**src/slk_regs.svh**
```systemverilog
`ifndef SLK_REGS_SVH
`define SLK_REGS_SVH

// device register offsets
`define SLK_OFS_CTRL1     10'h201
`define SLK_OFS_CTRL2     10'h202
`define SLK_OFS_DID       10'h203
`define SLK_OFS_CTRL3     10'h204
`define SLK_OFS_STAT      10'h205

// device reset values
`define SLK_RST_CTRL1     8'h0f
`define SLK_RST_CTRL2     8'h00
`define SLK_RST_DID       8'h00
`define SLK_RST_CTRL3     8'h00

// field positions
`define SLK_C1_SCR        7
`define SLK_C1_K_HI       6
`define SLK_C1_K_LO       2
`define SLK_C1_DDR        1
`define SLK_C1_EN         0
`define SLK_C2_PLL        7
`define SLK_C2_SYNCSEL    6
`define SLK_C2_TEST_HI    3
`define SLK_C3_FE_HI      1
`define SLK_ST_LINK_UP    6
`define SLK_ST_SYNC       5

// control and data characters
`define SLK_K28_0         8'h1c
`define SLK_K28_1         8'h3c
`define SLK_K28_3         8'h7c
`define SLK_K28_4         8'h9c
`define SLK_K28_5         8'hbc
`define SLK_K28_7         8'hfc
`define SLK_D21_5         8'hb5

// bit rate in quarters of the sample clock
`define SLK_RATE_SDR      4'h4
`define SLK_RATE_DDR      4'h8
`define SLK_RATE_SDR_P54  4'h5
`define SLK_RATE_DDR_P54  4'ha

// alignment sequence and generator seeds
`define SLK_ILA_LAST      2'h3
`define SLK_ILA_DID_MF    2'h1
`define SLK_PRBS_SEED     23'h7fffff
`define SLK_SCR_SEED      15'h7fff

// controller register offsets
`define SLK_HR_ADDR       3'h0
`define SLK_HR_WDATA      3'h1
`define SLK_HR_CMD        3'h2
`define SLK_HR_STAT       3'h3

`endif

```
**src/slk_pkg.sv**
```systemverilog
package slk_pkg;

	// transmitter link states
	typedef enum logic [1:0] {
		slk_off  = 2'b00,
		slk_cgs  = 2'b01,
		slk_ila  = 2'b10,
		slk_data = 2'b11
	} slk_link_t;

	// link test pattern codes
	typedef enum logic [3:0] {
		slk_tp_normal    = 4'h0,
		slk_tp_prbs7     = 4'h1,
		slk_tp_prbs15    = 4'h2,
		slk_tp_prbs23    = 4'h3,
		slk_tp_ramp      = 4'h4,
		slk_tp_transport = 4'h5,
		slk_tp_d21       = 4'h6,
		slk_tp_k28       = 4'h7,
		slk_tp_rep_ila   = 4'h8,
		slk_tp_rpat      = 4'h9,
		slk_tp_hold_low  = 4'ha,
		slk_tp_hold_high = 4'hb
	} slk_test_t;

	// controller sequencer states
	typedef enum logic [1:0] {
		slk_h_idle = 2'b00,
		slk_h_pre  = 2'b01,
		slk_h_acc  = 2'b10,
		slk_h_cap  = 2'b11
	} slk_hst_t;

endpackage : slk_pkg

```
**src/slk_if.sv**
```systemverilog
`timescale 1ns/1ps
`default_nettype none

// register port between the controller and the transmitter
interface slk_if;
	logic [9:0] addr;
	logic [7:0] wdata;
	logic       wr;
	logic       rd;
	logic [7:0] rdata;

	modport dev  (input addr, input wdata, input wr, input rd, output rdata);
	modport host (output addr, output wdata, output wr, output rd, input rdata);
endinterface : slk_if

`default_nettype wire

```
**src/slk_dev.sv**
```systemverilog
`timescale 1ns/1ps
`default_nettype none
`include "slk_regs.svh"

module slk_fifo #(
	parameter int W = 8,
	parameter int D = 8
) (
	// clock and reset
	input  wire logic         clk,
	input  wire logic         rst,
	// fill side
	input  wire logic         in_valid,
	input  wire logic [W-1:0] in_data,
	output logic              in_ready,
	// drain side
	output logic              out_valid,
	output logic [W-1:0]      out_data,
	input  wire logic         out_ready
);
	localparam int AW = (D > 1) ? $clog2(D) : 1;
	localparam int CW = $clog2(D + 1);

	typedef struct packed {
		logic [D-1:0][W-1:0] mem;
		logic [AW-1:0]       wp;
		logic [AW-1:0]       rp;
		logic [CW-1:0]       cnt;
		logic                rdy;
	} slk_fifo_st_t;

	slk_fifo_st_t q, d;
	logic         push;
	logic         pop;

	// ready is registered so the fill side never sees a combinational path
	always_comb begin
		d = q;
		push = in_valid && q.rdy;
		pop = out_ready && (q.cnt != '0);
		if (push) begin
			d.mem[q.wp] = in_data;
			d.wp = (q.wp == AW'(D - 1)) ? '0 : q.wp + 1'b1;
		end
		if (pop) begin
			d.rp = (q.rp == AW'(D - 1)) ? '0 : q.rp + 1'b1;
		end
		d.cnt = q.cnt + CW'(push) - CW'(pop);
		d.rdy = (d.cnt != CW'(D));
		if (rst) begin
			d = '0;
			d.rdy = 1'b1;
		end
	end

	always_ff @(posedge clk) begin
		q <= d;
	end

	assign in_ready  = q.rdy;
	assign out_valid = (q.cnt != '0);
	assign out_data  = q.mem[q.rp];
endmodule : slk_fifo

// Summary of operation
// - scramble_on bit enables lane scrambler, reset off
// - bits 6..2 hold frames per multiframe minus one
// - software keeps frame count legal for mode
// - double-rate bit doubles serial bit rate
// - five-quarter pll scales rate 1.25 or 2.5
// - enable low holds link reset, serializers down
// - enable low gates transmitter clocks off
// - software clears enable before changing primary control
// - other config changed only while enable low
// - sync_input_select picks single-ended or differential sync
// - test field picks normal data or patterns
// - codes 10 and 11 hold outputs low/high
// - identifier sent in second alignment multiframe
// - frame end code picks K28.7, K28.1, K28.5
// - frame end character inserted by replacement
// - use code 0 with standard receivers
// - link-up status only in data state
module slk_dev #(
	parameter int FIFO_DEPTH = 8
) (
	// clock and reset
	input  wire logic       clk,
	input  wire logic       rst,
	// register port
	slk_if.dev              bus,
	// sample stream in
	input  wire logic       s_valid,
	input  wire logic [7:0] s_data,
	output logic            s_ready,
	// sync request pins, active low
	input  wire logic       sync_single_ended_input,
	input  wire logic       sync_differential_input,
	// lane and serializer control
	output logic [7:0]      lane_char,
	output logic            lane_is_k,
	output logic            lane_hold_low,
	output logic            lane_hold_high,
	output logic            ser_power_down,
	output logic            tx_clk_enable,
	output logic [3:0]      bit_rate_quarters
);
	import slk_pkg::*;

	typedef struct packed {
		logic [7:0]  c1, c2, did, c3;
		logic [7:0]  a1, a2, ad, a3;
		logic [7:0]  rdata;
		logic        sse1, sse2, sdf1, sdf2;
		slk_link_t   st;
		logic [4:0]  fr;
		logic [1:0]  mf;
		logic [14:0] scramble_on;
		logic [22:0] prbs;
		logic [7:0]  ramp;
		logic [7:0]  last;
		logic [7:0]  ch;
		logic        k, lo, hi, pd, cke;
		logic [3:0]  rate;
	} slk_dev_st_t;

	slk_dev_st_t q, d;
	slk_test_t   tp;
	logic [4:0]  kmax;
	logic        last_fr;
	logic        sync_lvl;
	logic [7:0]  fe;
	logic [7:0]  bv;
	logic        pop;
	logic        f_valid;
	logic [7:0]  f_data;
	logic [30:0] pr;
	logic [22:0] sc;

	// byte-wide prbs generator, eight serial steps per character
	function automatic logic [30:0] slk_prbs_step(input logic [22:0] s_in, input slk_test_t m);
		logic [22:0] s;
		logic [7:0]  o;
		logic        fb;
		s = s_in;
		o = '0;
		fb = 1'b0;
		for (int i = 0; i < 8; i++) begin
			if (m == slk_tp_prbs7)
				fb = s[6] ^ s[5];
			else if (m == slk_tp_prbs15)
				fb = s[14] ^ s[13];
			else
				fb = s[22] ^ s[17];
			s = {s[21:0], fb};
			o = {o[6:0], fb};
		end
		return {o, s};
	endfunction : slk_prbs_step

	// self-synchronous scrambler 1 + x^14 + x^15, msb first
	function automatic logic [22:0] slk_scramble(input logic [7:0] din, input logic [14:0] s_in);
		logic [14:0] s;
		logic [7:0]  o;
		s = s_in;
		o = '0;
		for (int i = 7; i >= 0; i--) begin
			o[i] = din[i] ^ s[14] ^ s[13];
			s = {s[13:0], o[i]};
		end
		return {o, s};
	endfunction : slk_scramble

	slk_fifo #(.W(8), .D(FIFO_DEPTH)) slk_fifo_i (
		.clk       (clk),
		.rst       (rst),
		.in_valid  (s_valid),
		.in_data   (s_data),
		.in_ready  (s_ready),
		.out_valid (f_valid),
		.out_data  (f_data),
		.out_ready (pop)
	);

	// whole next state; the link runs from the active copy, never the live registers
	always_comb begin
		d = q;
		tp = slk_test_t'(q.a2[`SLK_C2_TEST_HI:0]);
		kmax = q.a1[`SLK_C1_K_HI:`SLK_C1_K_LO];
		last_fr = (q.fr == kmax);
		sync_lvl = q.a2[`SLK_C2_SYNCSEL] ? q.sdf2 : q.sse2;
		unique case (q.a3[`SLK_C3_FE_HI:0])
			2'h1: fe = `SLK_K28_1;
			2'h2: fe = `SLK_K28_5;
			default: fe = `SLK_K28_7;
		endcase
		pop = 1'b0;
		bv = '0;
		pr = '0;
		sc = '0;
		// two-stage synchronisers on the sync pins
		d.sse1 = sync_single_ended_input;
		d.sse2 = q.sse1;
		d.sdf1 = sync_differential_input;
		d.sdf2 = q.sdf1;
		// register writes and one-cycle read answer
		d.rdata = '0;
		if (bus.wr) begin
			unique case (bus.addr)
				`SLK_OFS_CTRL1: d.c1 = bus.wdata;
				`SLK_OFS_CTRL2: d.c2 = bus.wdata;
				`SLK_OFS_DID:   d.did = bus.wdata;
				`SLK_OFS_CTRL3: d.c3 = bus.wdata;
				default: ;
			endcase
		end
		if (bus.rd) begin
			unique case (bus.addr)
				`SLK_OFS_CTRL1: d.rdata = q.c1;
				`SLK_OFS_CTRL2: d.rdata = q.c2;
				`SLK_OFS_DID:   d.rdata = q.did;
				`SLK_OFS_CTRL3: d.rdata = q.c3;
				`SLK_OFS_STAT: begin
					d.rdata[`SLK_ST_LINK_UP] = (q.st == slk_data);
					d.rdata[`SLK_ST_SYNC] = sync_lvl;
				end
				default: d.rdata = '0;
			endcase
		end
		// active copy taken only on the enable rise
		if (!q.c1[`SLK_C1_EN]) begin
			d.a1[`SLK_C1_EN] = 1'b0;
		end else if (!q.a1[`SLK_C1_EN]) begin
			d.a1 = q.c1;
			d.a2 = q.c2;
			d.ad = q.did;
			d.a3 = q.c3;
		end
		// link sequencer, one character per clock
		d.ch = '0;
		d.k = 1'b0;
		unique case (q.st)
			slk_off: begin
				d.fr = '0;
				d.mf = '0;
				d.scramble_on = `SLK_SCR_SEED;
				d.prbs = `SLK_PRBS_SEED;
				d.ramp = '0;
				d.last = '0;
				if (q.a1[`SLK_C1_EN])
					d.st = slk_cgs;
			end
			slk_cgs: begin
				d.ch = `SLK_K28_5;
				d.k = 1'b1;
				if (sync_lvl) begin
					d.st = slk_ila;
					d.fr = '0;
					d.mf = '0;
				end
			end
			slk_ila: begin
				d.fr = last_fr ? '0 : q.fr + 1'b1;
				d.k = 1'b1;
				if (q.fr == '0)
					d.ch = `SLK_K28_0;
				else if (last_fr)
					d.ch = `SLK_K28_3;
				else if (q.mf == `SLK_ILA_DID_MF && q.fr == 5'h01)
					d.ch = `SLK_K28_4;
				else if (q.mf == `SLK_ILA_DID_MF && q.fr == 5'h02) begin
					d.ch = q.ad;
					d.k = 1'b0;
				end else begin
					d.ch = {3'h0, q.fr};
					d.k = 1'b0;
				end
				if (last_fr) begin
					d.mf = q.mf + 1'b1;
					if (q.mf == `SLK_ILA_LAST && tp != slk_tp_rep_ila)
						d.st = slk_data;
				end
			end
			slk_data: begin
				d.fr = last_fr ? '0 : q.fr + 1'b1;
				unique case (tp)
					slk_tp_prbs7, slk_tp_prbs15, slk_tp_prbs23: begin
						pr = slk_prbs_step(q.prbs, tp);
						d.ch = pr[30:23];
						d.prbs = pr[22:0];
					end
					slk_tp_ramp: begin
						d.ch = q.ramp;
						d.ramp = q.ramp + 1'b1;
					end
					slk_tp_transport: d.ch = {3'h0, q.fr};
					slk_tp_d21: d.ch = `SLK_D21_5;
					slk_tp_k28: begin
						d.ch = `SLK_K28_5;
						d.k = 1'b1;
					end
					slk_tp_rpat: begin
						sc = slk_scramble(q.ramp, q.scramble_on);
						d.ch = sc[22:15];
						d.scramble_on = sc[14:0];
						d.ramp = q.ramp + 1'b1;
					end
					default: begin
						// an empty fifo sends zero bytes rather than stalling the lane
						pop = f_valid;
						bv = f_valid ? f_data : 8'h00;
						if (q.a1[`SLK_C1_SCR]) begin
							sc = slk_scramble(bv, q.scramble_on);
							d.scramble_on = sc[14:0];
							d.ch = sc[22:15];
							d.k = last_fr ? (sc[22:15] == `SLK_K28_3) : (sc[22:15] == fe);
						end else if (bv == q.last) begin
							d.ch = last_fr ? `SLK_K28_3 : fe;
							d.k = 1'b1;
						end else begin
							d.ch = bv;
						end
						d.last = bv;
					end
				endcase
			end
		endcase
		// losing sync mid-link falls back to code group sync
		if ((q.st == slk_ila || q.st == slk_data) && !sync_lvl)
			d.st = slk_cgs;
		if (!q.a1[`SLK_C1_EN])
			d.st = slk_off;
		// serializer control and fixed output levels
		d.pd = !q.a1[`SLK_C1_EN];
		d.cke = q.a1[`SLK_C1_EN];
		d.lo = q.a1[`SLK_C1_EN] && (tp == slk_tp_hold_low);
		d.hi = q.a1[`SLK_C1_EN] && (tp == slk_tp_hold_high);
		if (d.lo || d.hi) begin
			d.ch = d.hi ? 8'hff : 8'h00;
			d.k = 1'b0;
		end
		unique case ({q.a2[`SLK_C2_PLL], q.a1[`SLK_C1_DDR]})
			2'b00: d.rate = `SLK_RATE_SDR;
			2'b01: d.rate = `SLK_RATE_DDR;
			2'b10: d.rate = `SLK_RATE_SDR_P54;
			2'b11: d.rate = `SLK_RATE_DDR_P54;
		endcase
		if (rst) begin
			d = '0;
			d.c1 = `SLK_RST_CTRL1;
			d.c2 = `SLK_RST_CTRL2;
			d.did = `SLK_RST_DID;
			d.c3 = `SLK_RST_CTRL3;
			d.a1 = `SLK_RST_CTRL1;
			d.a2 = `SLK_RST_CTRL2;
			d.ad = `SLK_RST_DID;
			d.a3 = `SLK_RST_CTRL3;
			d.st = slk_off;
			d.pd = 1'b1;
			d.rate = `SLK_RATE_DDR;
		end
	end

	always_ff @(posedge clk) begin
		q <= d;
	end

	assign bus.rdata         = q.rdata;
	assign lane_char         = q.ch;
	assign lane_is_k         = q.k;
	assign lane_hold_low     = q.lo;
	assign lane_hold_high    = q.hi;
	assign ser_power_down    = q.pd;
	assign tx_clk_enable     = q.cke;
	assign bit_rate_quarters = q.rate;
endmodule : slk_dev

`default_nettype wire

```
**src/flat_wrapper.sv**
```systemverilog
// flat-port wrapper written by rule: the top's interface ports become plain ports
module slk_dev_flat import slk_pkg::*;
#(
	parameter int FIFO_DEPTH = 8
)
  (clk, rst, s_valid, s_data, s_ready, sync_single_ended_input, sync_differential_input, lane_char, lane_is_k, lane_hold_low, lane_hold_high, ser_power_down, tx_clk_enable, bit_rate_quarters, bus_addr, bus_wdata, bus_wr, bus_rd, bus_rdata);
  slk_if bus_i ();
  input  wire logic clk;
  input  wire logic rst;
  input  wire logic s_valid;
  input  wire logic [7:0] s_data;
  output logic s_ready;
  input  wire logic sync_single_ended_input;
  input  wire logic sync_differential_input;
  output logic [7:0] lane_char;
  output logic lane_is_k;
  output logic lane_hold_low;
  output logic lane_hold_high;
  output logic ser_power_down;
  output logic tx_clk_enable;
  output logic [3:0] bit_rate_quarters;
  input wire logic [$bits(bus_i.addr)-1:0] bus_addr;
  input wire logic [$bits(bus_i.wdata)-1:0] bus_wdata;
  input wire logic [$bits(bus_i.wr)-1:0] bus_wr;
  input wire logic [$bits(bus_i.rd)-1:0] bus_rd;
  output wire logic [$bits(bus_i.rdata)-1:0] bus_rdata;
  assign bus_i.addr = bus_addr;
  assign bus_i.wdata = bus_wdata;
  assign bus_i.wr = bus_wr;
  assign bus_i.rd = bus_rd;
  assign bus_rdata = bus_i.rdata;
  slk_dev #(.FIFO_DEPTH(FIFO_DEPTH)) u_core (.clk(clk), .rst(rst), .bus(bus_i), .s_valid(s_valid), .s_data(s_data), .s_ready(s_ready), .sync_single_ended_input(sync_single_ended_input), .sync_differential_input(sync_differential_input), .lane_char(lane_char), .lane_is_k(lane_is_k), .lane_hold_low(lane_hold_low), .lane_hold_high(lane_hold_high), .ser_power_down(ser_power_down), .tx_clk_enable(tx_clk_enable), .bit_rate_quarters(bit_rate_quarters));
endmodule
```
**config.mk**
```make
export PLATFORM = sky130hd
export DESIGN_NAME = slk_dev_flat
export DESIGN_NICKNAME = d
export VERILOG_FILES = /design/src/slk_pkg.sv /design/src/slk_if.sv /design/src/slk_dev.sv /design/src/flat_wrapper.sv
export VERILOG_INCLUDE_DIRS = /design/src /design/src/src
export SDC_FILE = /design/constraint.sdc
export NUM_CORES = 1
export LEC_CHECK = 0
export ABC_AREA = 1
export BUFFER_PORTS_ARGS = -buffer_cell sky130_fd_sc_hd__buf_2
export CAP_MARGIN = 25
export CORE_MARGIN = 5
export CORE_UTILIZATION = 40
export CTS_BUF_LIST = sky130_fd_sc_hd__clkbuf_16
export CTS_CLUSTER_DIAMETER = 80
export DETAILED_ROUTE_END_ITERATION = 8
export PLACE_DENSITY_LB_ADDON = 0.08
export RECOVER_POWER = 100
export SLEW_MARGIN = 20
export SYNTH_ARGS = -nofsm -noshare
export SYNTH_HDL_FRONTEND = slang
export SYNTH_HIERARCHICAL = 1
export SYNTH_SLANG_ARGS = --single-unit
export TNS_END_PERCENT = 20
```
**constraint.sdc**
```tcl
create_clock -name clk -period 5.3 [get_ports clk]
set_input_delay 0.265 -clock clk [delete_from_list [all_inputs] [get_ports clk]]
set_output_delay 0.265 -clock clk [all_outputs]
set_load 0.05 [all_outputs]
```
; ---- After elaboration in Yosys (flattened, before gate mapping)
; Cells that the tools add are included.
[totals]
inputBits = 33
out_inout_bits = 26
elab_cells = 266
register_bits = 231
[classes]
n_addsub = 7
reduce_logical = 42
n_eq_ne = 46
mux = 69
order_cmp = 3
n_bitwise = 58
[op_table]
columns = op, n
row1 = $pmux 54 s2, 1
row2 = $mux 8, 11
row3 = $bwmux 64, 1
row4 = $xor 1x1->1, 56
row5 = $eq 10x10->1 const B, 5
row6 = $pmux 8 s6, 1
row7 = $mux 9, 4
row8 = $mux 1, 30
row9 = $pmux 15 s2, 1
row10 = $pmux 9 s3, 1
row11 = $bmux 8 s3, 1
row12 = $demux 8 s3, 1
row13 = $mux 23, 1
row14 = $pmux 5 s4, 1
row15 = $eq 4x3->1 const B, 4
row16 = $eq 8x8->1, 2
row17 = $pmux 4 s4, 1
row18 = $pmux 8 s2, 1
row19 = $reduce_and 2->1, 8
row20 = $mux 15, 1
row21 = $pmux 5 s3, 1
row22 = $reduce_or 7->1, 2
row23 = $eq 2x2->1 const B, 6
row24 = $eq 4x4->1 const B, 3
row25 = other kinds (42), 81

; ---- Depth between registers and ports, before layout
; Gate-level depths: netlist of run 1.
[logic_depth]
depth_word = 11
ltp_mapped = 24
ltp_nobuf = 22

; ---- Hierarchy
; The synthesis of run 1 kept the hierarchy.
[by_module_without_submodules]
columns = mod, area_each_um2, seq_area_each_um2, n_inst, cells_per_inst
row1 = slk_dev, 7958.9, 2962.8, 1, 1126
row2 = slk_fifo, 3686.0, 1501.4, 1, 572

; ---- Worst setup path before layout of run 1
; OpenSTA, ideal clock, no wires.
[synth_timing]
kind = reg2reg
start = register u_core/q[79] (netlist bit)
end = register u_core.slk_fifo_i.q, in the netlist u_core/slk_fifo_i/in_ready
n_path_buf = 2
synth_period_minus_slack_ns = 2.754
t_arrival_ns = 2.622
setup_ns = 0.132
stages_incl_launch_ff = 16
t_required_ns = 5.168
slack_ns = 2.546
cell_sequence = dfxtp_1 > ha_1 > buf_4 > inv_2 > clkbuf_1 > nor2_1 > nand2_1 > inv_1 > ha_1 > inv_1 > ha_1 > fa_1 > inv_1 > nand2_1 > nor2_1 > nand4_1
[synth_between]
elab_chain_cells = 5
[synth_lines]
columns = item, line
row1 = start: declaration, slk_dev.sv:126  ; slk_dev_st_t q, d;
row2 = start signal: assignment, slk_dev.sv:364  ; q <= d;
row3 = $eq 2x2->1, slk_dev.sv:241  ; unique case (q.st)
row4 = $mux 1, slk_dev.sv:241
row5 = named net u_core.pop, slk_dev.sv:133  ; logic pop;
row6 = $logic_and 1x1->1, slk_dev.sv:40  ; pop = out_ready && (q.cnt != '0);
row7 = named net u_core.slk_fifo_i.pop, slk_dev.sv:34  ; logic pop;
row8 = $sub 4x1->4, slk_dev.sv:48  ; d.cnt = q.cnt + CW'(push) - CW'(pop);
row9 = $ne 4x4->1, slk_dev.sv:49  ; d.rdy = (d.cnt != CW'(D));
row10 = end signal: assignment, slk_dev.sv:57  ; q <= d;
row11 = end: declaration, slk_dev.sv:32  ; slk_fifo_st_t q, d;
; The timed path passes the listed nets, and every way through them passes these cells.
; A chain may end at the register's enable or synchronous reset.

; ---- Final worst setup path of run 1
[layout_timing]
start = register u_core/q[79] (netlist bit)
end = register u_core/q[49] (netlist bit)
[layout_between]
elab_chain_cells = 3
elab_cells_between_ends = 6
classes_between = eq/ne: 2 / mux: 1 / reduce/logical: 3
[layout_lines]
columns = item, line
row1 = $eq 2x2->1 or $logic_not 2->1 (tied branches), slk_dev.sv:241
row2 = $ne 2x2->1 (no line) or $reduce_bool 2->1 (tied branches), -
row3 = $reduce_and 2->1 (no line), -
; Parallel ways exist; a longest one is shown, timed or not.

==> out/metrics.yaml, run 1 <==
status: "finished, violations left"
failed_checks: "max-capacitance violations, max-slew violations"
ir_worst_vdd_v: 0.000239
routed_wl_um: 32400
io_buffers: 58
die-height_um: 181
whs_endpoint: "u_core/q[148]"
p_sw_share_pct: 38.6
rsz0062_at_grt: "false"
cts_sinks: 223
synth.distinct_cells: 53
syn_avg_cell_area_um2: 6.86
ioPinCount: 59
worstMarginPinSlew_ps: 2640
netlist_area_um2: 11600
diodes: 0
synth_most_common_cell: "nand2_1"
yosys_most_used_dff: "dfxtp_1"
finalCritPeriodShare_pct: 78.6
overflow: 0
slew-limit-headroom_pct: -75.9
internal_power_w: 0.00345
pre_cts_ws_ps: 1980
reg2reg_to: "u_core/q[49]"
track_usage_pct: 19.2
start_util_pct: 40.6
postCtsSetupBuffers: 0
drt_first_pass_iters: 5
power_frac_clock_pct: 30.5
drv_slew: 121
worst_skew_pair.late_latency_ps: 540
fin_setup_tns_ps: 0
cpMostUsedCell: "inv_1"
cts_htree_levels: 1
synth_common_cells: "374 x nand2_1, 286 x nor2_1, 223 x dfxtp_1"
netlist_instances: 1698
finalClockSkew_ps: 18.7
vias: 10454
viasPerCell: 4.92
grt_pass1_wl_um: 52600
detail_route.iter0.violations: 717
dieArea_um2: 32600
clock_path_buffers: 3
die_w_um: 181
gp_congestion: 0.852
cp_num_buf_inv: 3
power_frac_comb_pct: 32.4
antenna_found_initial: 0
path_class: "reg -> reg"
synth_area_leaders: "dfxtp_1 38%, nand2_1 12%, nor2_1 9.2%"
grt_pass1_vias: 9983
min_path_type: "in -> reg"
synth_area_leader_cell: "dfxtp_1"
crit_fanout: 22
fin_ws_ps: 1130
hold_violations: 0
drt-met1-wl_um: 15900
route.met3.wl_um: 1050
slowest_delay_ps: 1280
stdcell_count: 2124
synthArstFlopShare_pct: 0
multi_input_area_um2: 5870
synth_edf_count: 0
synth_nets: 1755
drv_cap: 3
cpMaxStageDelayCell: "nor2_1"
p_leak_nw: 5.45
coreArea_um2: 28700
rr_startpoint: "u_core/q[79]"
path_cells: "ha_1, inv_1, nor2_1, inv_2, nand2_2, inv_1, a221oi_1"
cp_top_family: "simple AND/OR/NAND/NOR gates"
net-switching-power_w: 0.00217
area_growth_pct: 9.61
crit_path_start_kind: "flop"
layout.nets: 1778
yosysTopAreaCellShare_pct: 38.3
dpl.cell_count: 2072
min_period_ps: 4170
hold_start: "bus_wdata[0]"
holdPathStages: 3
wl_met2_um: 14900
whs_ps: 18.2
crit_required_ps: 5720
synth-seq-cells: 223
seq_power_share_pct: 37.1
highest_layer: "met4"
setup-violations-final: 0
hold_buffers: 5
cp.arrival_ps: 4590
r2r_slack_ps: 1130
cp.depth: 7
power_density_nw_per_um2: 440
end_kind: "flop"
ant_nets: 0
wl_per_cell_um: 15.2
root_buffer: "clkbuf_16"
ff_latch_area_um2: 4460
cts_resized: 0
cts_buffers: 26
ys_seq_area_share_pct: 38.3
yosys_warnings: 6
num_rows: 62
grt_max_degree: 72
fmax_ghz: 0.240
drive_gt1_share_pct: 8.10
r2r.worst_path.cells: 7
cts_tree: "yes"
nFillCells: 3118
clk_pin_slew_ps: 60
drcViolationCount: 0
hpwl_um: 23100
cell type report:
cell class | count | share of cell area, %
Multi-Input combinational cell | 1194 | 46.0
Sequential cell | 223 | 35.0
Inverter | 207 | 6.22
Clock buffer | 26 | 5.10
Tap cell | 384 | 3.76
Timing Repair Buffer | 69 | 2.71
Clock inverter | 21 | 1.25
logic make-up after synthesis:
family                     after synthesis  share of synthesized area, %
DFF                                    223                          38.3
and+or+nand+nor                        813                          30.3
muxes                                    1                        0.0967
adders and majority gates               24                          2.64
xor gates and xnor gates                32                          2.41
AOI/OAI and AO/OA                      324                          15.7
buffers and inverters                  281                          10.5
per-layer routing:
metal  global-route usage, %  up-vias
met4                    4.05        0
met1                    27.3     4787
met3                    2.36       42
met2                    31.3      156
li1                        -     5469
met5                       0        -
cells in the final DEF (no fill, tap or decap), drive strengths merged, types with 22 or more instances in the layout:
| master | n |
|---|---|
| o21ai | 159 |
| nor2 | 306 |
| a21oi | 96 |
| xor2 | 22 |
| dfxtp | 223 |
| inv | 204 |
| clkbuf | 54 |
| nand3 | 76 |
| buf | 36 |
| nand2 | 396 |
| ha | 23 |
worst min-delay path, cell delays in order:
cell and delay (ps):
buf_2 120, nand2_1 60, o211ai_1 70
power by group through the flow:
stage / Combinational (W) / Sequential, W / Clock [W]
floorplan: 0.00145 / 0.00209 / 0
global placement: 0.00186 / 0.00212 / 0
detailed placement: 0.00186 / 0.00211 / 0
CTS: 0.00188 / 0.00208 / 0.00177
global route: 0.00208 / 0.00211 / 0.00183
finish: 0.00182 / 0.00208 / 0.00171
worst max-delay path by stage:
stage,slack [ps],end,from
after floorplan,2550,u_core/slk_fifo_i/in_ready,u_core/q[79]
after global placement,1990,u_core/slk_fifo_i/in_ready,u_core/q[79]
after detailed placement,1980,u_core/slk_fifo_i/in_ready,u_core/q[79]
after CTS,1950,u_core/slk_fifo_i/in_ready,u_core/q[79]
after global routing,820,u_core/q[49],u_core/q[79]
final,1130,u_core/q[49],u_core/q[79]
registers in the layout (all words and copies together) (netlist names):
register and count:
u_core/lane_is_k 1, u_core/bus.rdata 8, u_core/slk_fifo_i/in_ready 1, u_core/q 118, u_core/lane_hold_low 1, u_core/kmax 5
u_core/tx_clk_enable 1, u_core/ser_power_down 1, u_core/slk_fifo_i/q 74, u_core/lane_char 8, u_core/bit_rate_quarters 4, u_core/lane_hold_high 1
per-stage QoR:
stage / utilization (%) / cell area [µm²] / power [W]
after floorplan: - / 11600 / 0.00354
after global placement: 42.0 / 12000 / 0.00398
after detailed placement: 42.0 / 12000 / 0.00398
after CTS: 45.0 / 12900 / 0.00572
after global routing: 44.5 / 12800 / 0.00602
final: 44.5 / 12800 / 0.00561
Power figures use the tool's default switching activity.
==> run 2, diff against run 1 <==
ABC_AREA = 0   (was 1)
clock period = 3.7 ns   (was 5.3 ns; I/O delays follow)
==> run 2 against run 1 <==
  * The run still ends with max-capacitance violations, max-slew violations left
  * Register-to-register slack got worse by 700 ps
  * Setup slack worse by 700 ps
  * Synthesized cell count down 21%
  * Critical endpoint is now u_core/lane_char[1]
  * Largest cell class unchanged
  * Largest power group unchanged
  * Highest routed layer unchanged
==> out/metrics.yaml, run 2 <==
status: "finished, violations left"  # unchanged
failed_checks: "max-capacitance violations, max-slew violations"  # unchanged
ys_seq_area_share_pct: 38.3  # about the same
crit_fanout: 12  # was 22
synthArstFlopShare_pct: 0  # unchanged
gp_congestion: 0.820  # was 0.852
crit_path_start_kind: "flop"  # unchanged
clk_pin_slew_ps: 60  # about the same
startpoint: "u_core/slk_fifo_i/q[5]"  # was u_core/q[79]
grt_pass1_wl_um: 49500  # was 52,600 µm
yosys_warnings: 6  # unchanged
synth_nets: 1404  # was 1,755
worst_skew_pair.late_latency_ps: 530  # was 540 ps
synth-seq-cells: 223  # unchanged
ir_worst_vdd_v: 0.000333  # was 0.000239 V
fmax_ghz: 0.306  # was 0.240 GHz
path_class: "reg -> reg"  # unchanged
root_buffer: "clkbuf_16"  # unchanged
layout_commonest_cell: "dfxtp_1"  # was nand2_1
nFillCells: 2880  # was 3,118
track_usage_pct: 18.0  # was 19.2%
cts_tree: "yes"  # unchanged
gr-usage-met2_pct: 28.6  # was 31.3%
vias: 9405  # was 10,454
synth_most_common_cell: "dfxtp_1"  # was nand2_1
netlist_instances: 1347  # was 1,698
synth_area_leaders: "dfxtp_1 38%, mux2i_1 7.1%, nand2_1 5.0%"  # was dfxtp_1 38%, nand2_1 12%, nor2_1 9.2%
num_rows: 62  # unchanged
ioPinCount: 59  # unchanged
netlist_area_um2: 11700  # was 11,600 µm²
routed_wl_um: 30700  # was 32,400 µm
place_area_um2: 12100  # was 12,000 µm²
die_w_um: 181  # about the same
min_path_type: "in -> reg"  # unchanged
min_period_ps: 3270  # was 4170 ps
worstMarginPinSlew_ps: 3310  # was 2640 ps
slew-limit-headroom_pct: -121  # was -75.9%
cts_sinks: 223  # unchanged
wl_per_cell_um: 17.5  # was 15.2 µm
hold_violations: 0  # unchanged
detail_route.iter0.violations: 663  # was 717
synth_edf_count: 0  # unchanged
synth_common_cells: "223 x dfxtp_1, 156 x nand2_1, 103 x nor2_1"  # was 374 x nand2_1, 286 x nor2_1, 223 x dfxtp_1
grt_pass1_vias: 8898  # was 9,983
whs_ps: 64.3  # was 18.2 ps
drv_cap: 2  # was 3
area_growth_pct: 11.4  # was 9.61%
coreArea_um2: 28800  # was 28,700 µm²
cts_buffers: 27  # was 26
syn_avg_cell_area_um2: 8.66  # was 6.86 µm²
dieArea_um2: 32700  # was 32,600 µm²
finalPower_w: 0.00834  # was 0.00561 W
layout.nets: 1407  # was 1,778
yosysTopAreaCellShare_pct: 38.3  # about the same
finalClockSkew_ps: 16.2  # was 18.7 ps
hold_start: "bus_rd"  # was bus_wdata[0]
cp.arrival_ps: 3660  # was 4590 ps
p_leak_nw: 5.13  # was 5.45 nW
drcViolationCount: 0  # unchanged
io_buffers: 58  # unchanged
globalRouteMet1Util_pct: 26.3  # was 27.3%
clock_path_buffers: 3  # unchanged
setup-violations-final: 0  # unchanged
top_register: "u_core/q"  # unchanged
top_usage_layer: "met2"  # unchanged
grt_max_degree: 80  # was 72
diodes: 0  # unchanged
yosys_most_used_dff: "dfxtp_1"  # unchanged
overflow: 0  # unchanged
hpwl_um: 21700  # was 23,100 µm
finalCritPeriodShare_pct: 88.4  # was 78.6%
cts_htree_levels: 1  # unchanged
final_cell_mix: "223 x dfxtp_1, 162 x nand2_1, 102 x nor2_1"  # was 379 x nand2_1, 292 x nor2_1, 223 x dfxtp_1
ant_nets: 0  # unchanged
fin_setup_tns_ps: 0  # unchanged
rr_startpoint: "u_core/slk_fifo_i/q[5]"  # was u_core/q[79]
synth_area_leader_cell: "dfxtp_1"  # unchanged
grtUsageMet3_pct: 2.47  # was 2.36%
antenna_found_initial: 0  # unchanged
drive_gt1_share_pct: 8.39  # was 8.10%
end_kind: "flop"  # unchanged
cts_resized: 0  # unchanged
power_density_nw_per_um2: 642  # was 440 nW/µm²
die-height_um: 181  # about the same
viasPerCell: 5.36  # was 4.92
drt_first_pass_iters: 5  # unchanged
fin_area_um2: 13000  # was 12,800 µm²
largestRegisters: "u_core/q x118, u_core/slk_fifo_i/q x74"  # unchanged
crit_required_ps: 4090  # was 5720 ps
synth.distinct_cells: 84  # was 53
drv_slew: 86  # was 121
rsz0062_at_grt: "false"  # unchanged
largest_reg_flops: 118  # unchanged
start_util_pct: 40.5  # was 40.6%
run 2: cell types whose count changed in the layout (fill, tap and decap cells not counted), moves of 16 or more:
cell | previous run | this run
a311oi_1 | 0 | 16
nand2b_1 | 0 | 79
mux2i_1 | 0 | 83
nand3_1 | 72 | 32
a31oi_1 | 2 | 19
inv_1 | 187 | 41
nor3_1 | 20 | 52
nand2_1 | 379 | 162
o21ai_0 | 150 | 49
xnor2_1 | 10 | 42
nor2_1 | 292 | 102
run 2: final timing paths:
| kind | end | slack (ps) | depth (start not counted) |
|---|---|---|---|
| worst max-delay path | u_core/lane_char[1] | 430 | 8 |
| worst min-delay path | u_core/bus.rdata[6] | 60 | 4 |
| worst max register to register | u_core/lane_char[1] | 430 | 8 |
| worst min register to register | u_core/q[82] | 450 | 1 |
run 2: power by group:
group	switching, W	internal [W]	leakage, nW
logic	0.00156	0.000995	2.85
clock network	0.00102	0.00174	0.465
registers	0.000346	0.00268	1.82
total	0.00292	0.00542	5.13
run 2: per-layer routing:
layer / share of wire, % / vias to the layer above
li1: - / 4721
met1: 49 / 4452
met2: 45 / 189
met3: 4.2 / 43
met4: 2.0 / 0
met5: 0 / -
run 2: stage by stage:
step	cells	utilization [%]	worst slack [ps]
floorplan	1347	-	469
finish	1754	45.1	430
detailed placement	1694	41.9	476
global route	1754	45.1	133
CTS	1754	45.5	451
global placement	1694	41.9	571
run 2: cells by family after synthesis:
kind of cell | share of synthesized area [%]
AOI/OAI and AO/OA | 14.0
adders and majority gates | 2.64
buffers and inverters | 6.11
xor gates and xnor gates | 5.33
and+or+nand+nor | 22.2
muxes | 11.5
DFF | 38.3
run 2: final cells by class:
| cell class | count | area (µm²) | share of cell area [%] |
|---|---|---|---|
| Tap cell | 384 | 480 | 3.70 |
| Clock buffer | 27 | 676 | 5.20 |
| Timing Repair Buffer | 90 | 510 | 3.93 |
| Inverter | 41 | 154 | 1.18 |
| Sequential cell | 223 | 4460 | 34.4 |
| Multi-Input combinational cell | 967 | 6460 | 49.7 |
| Clock inverter | 22 | 251 | 1.94 |
run 2: timing repair:
action,in CTS,in global routing
hold buffers,11,0
endpoints found under the hold margin,36,0
buffers inserted,0,0
run 2: critical path: stages, from the launching register on:
cell and delay (ps):
dfxtp_1 680, mux4_1 620, mux2_1 420, nor4bb_1 320
a2bb2oi_1 110, a32oi_1 400, and2_0 300, o31a_1 180
o221ai_1 110
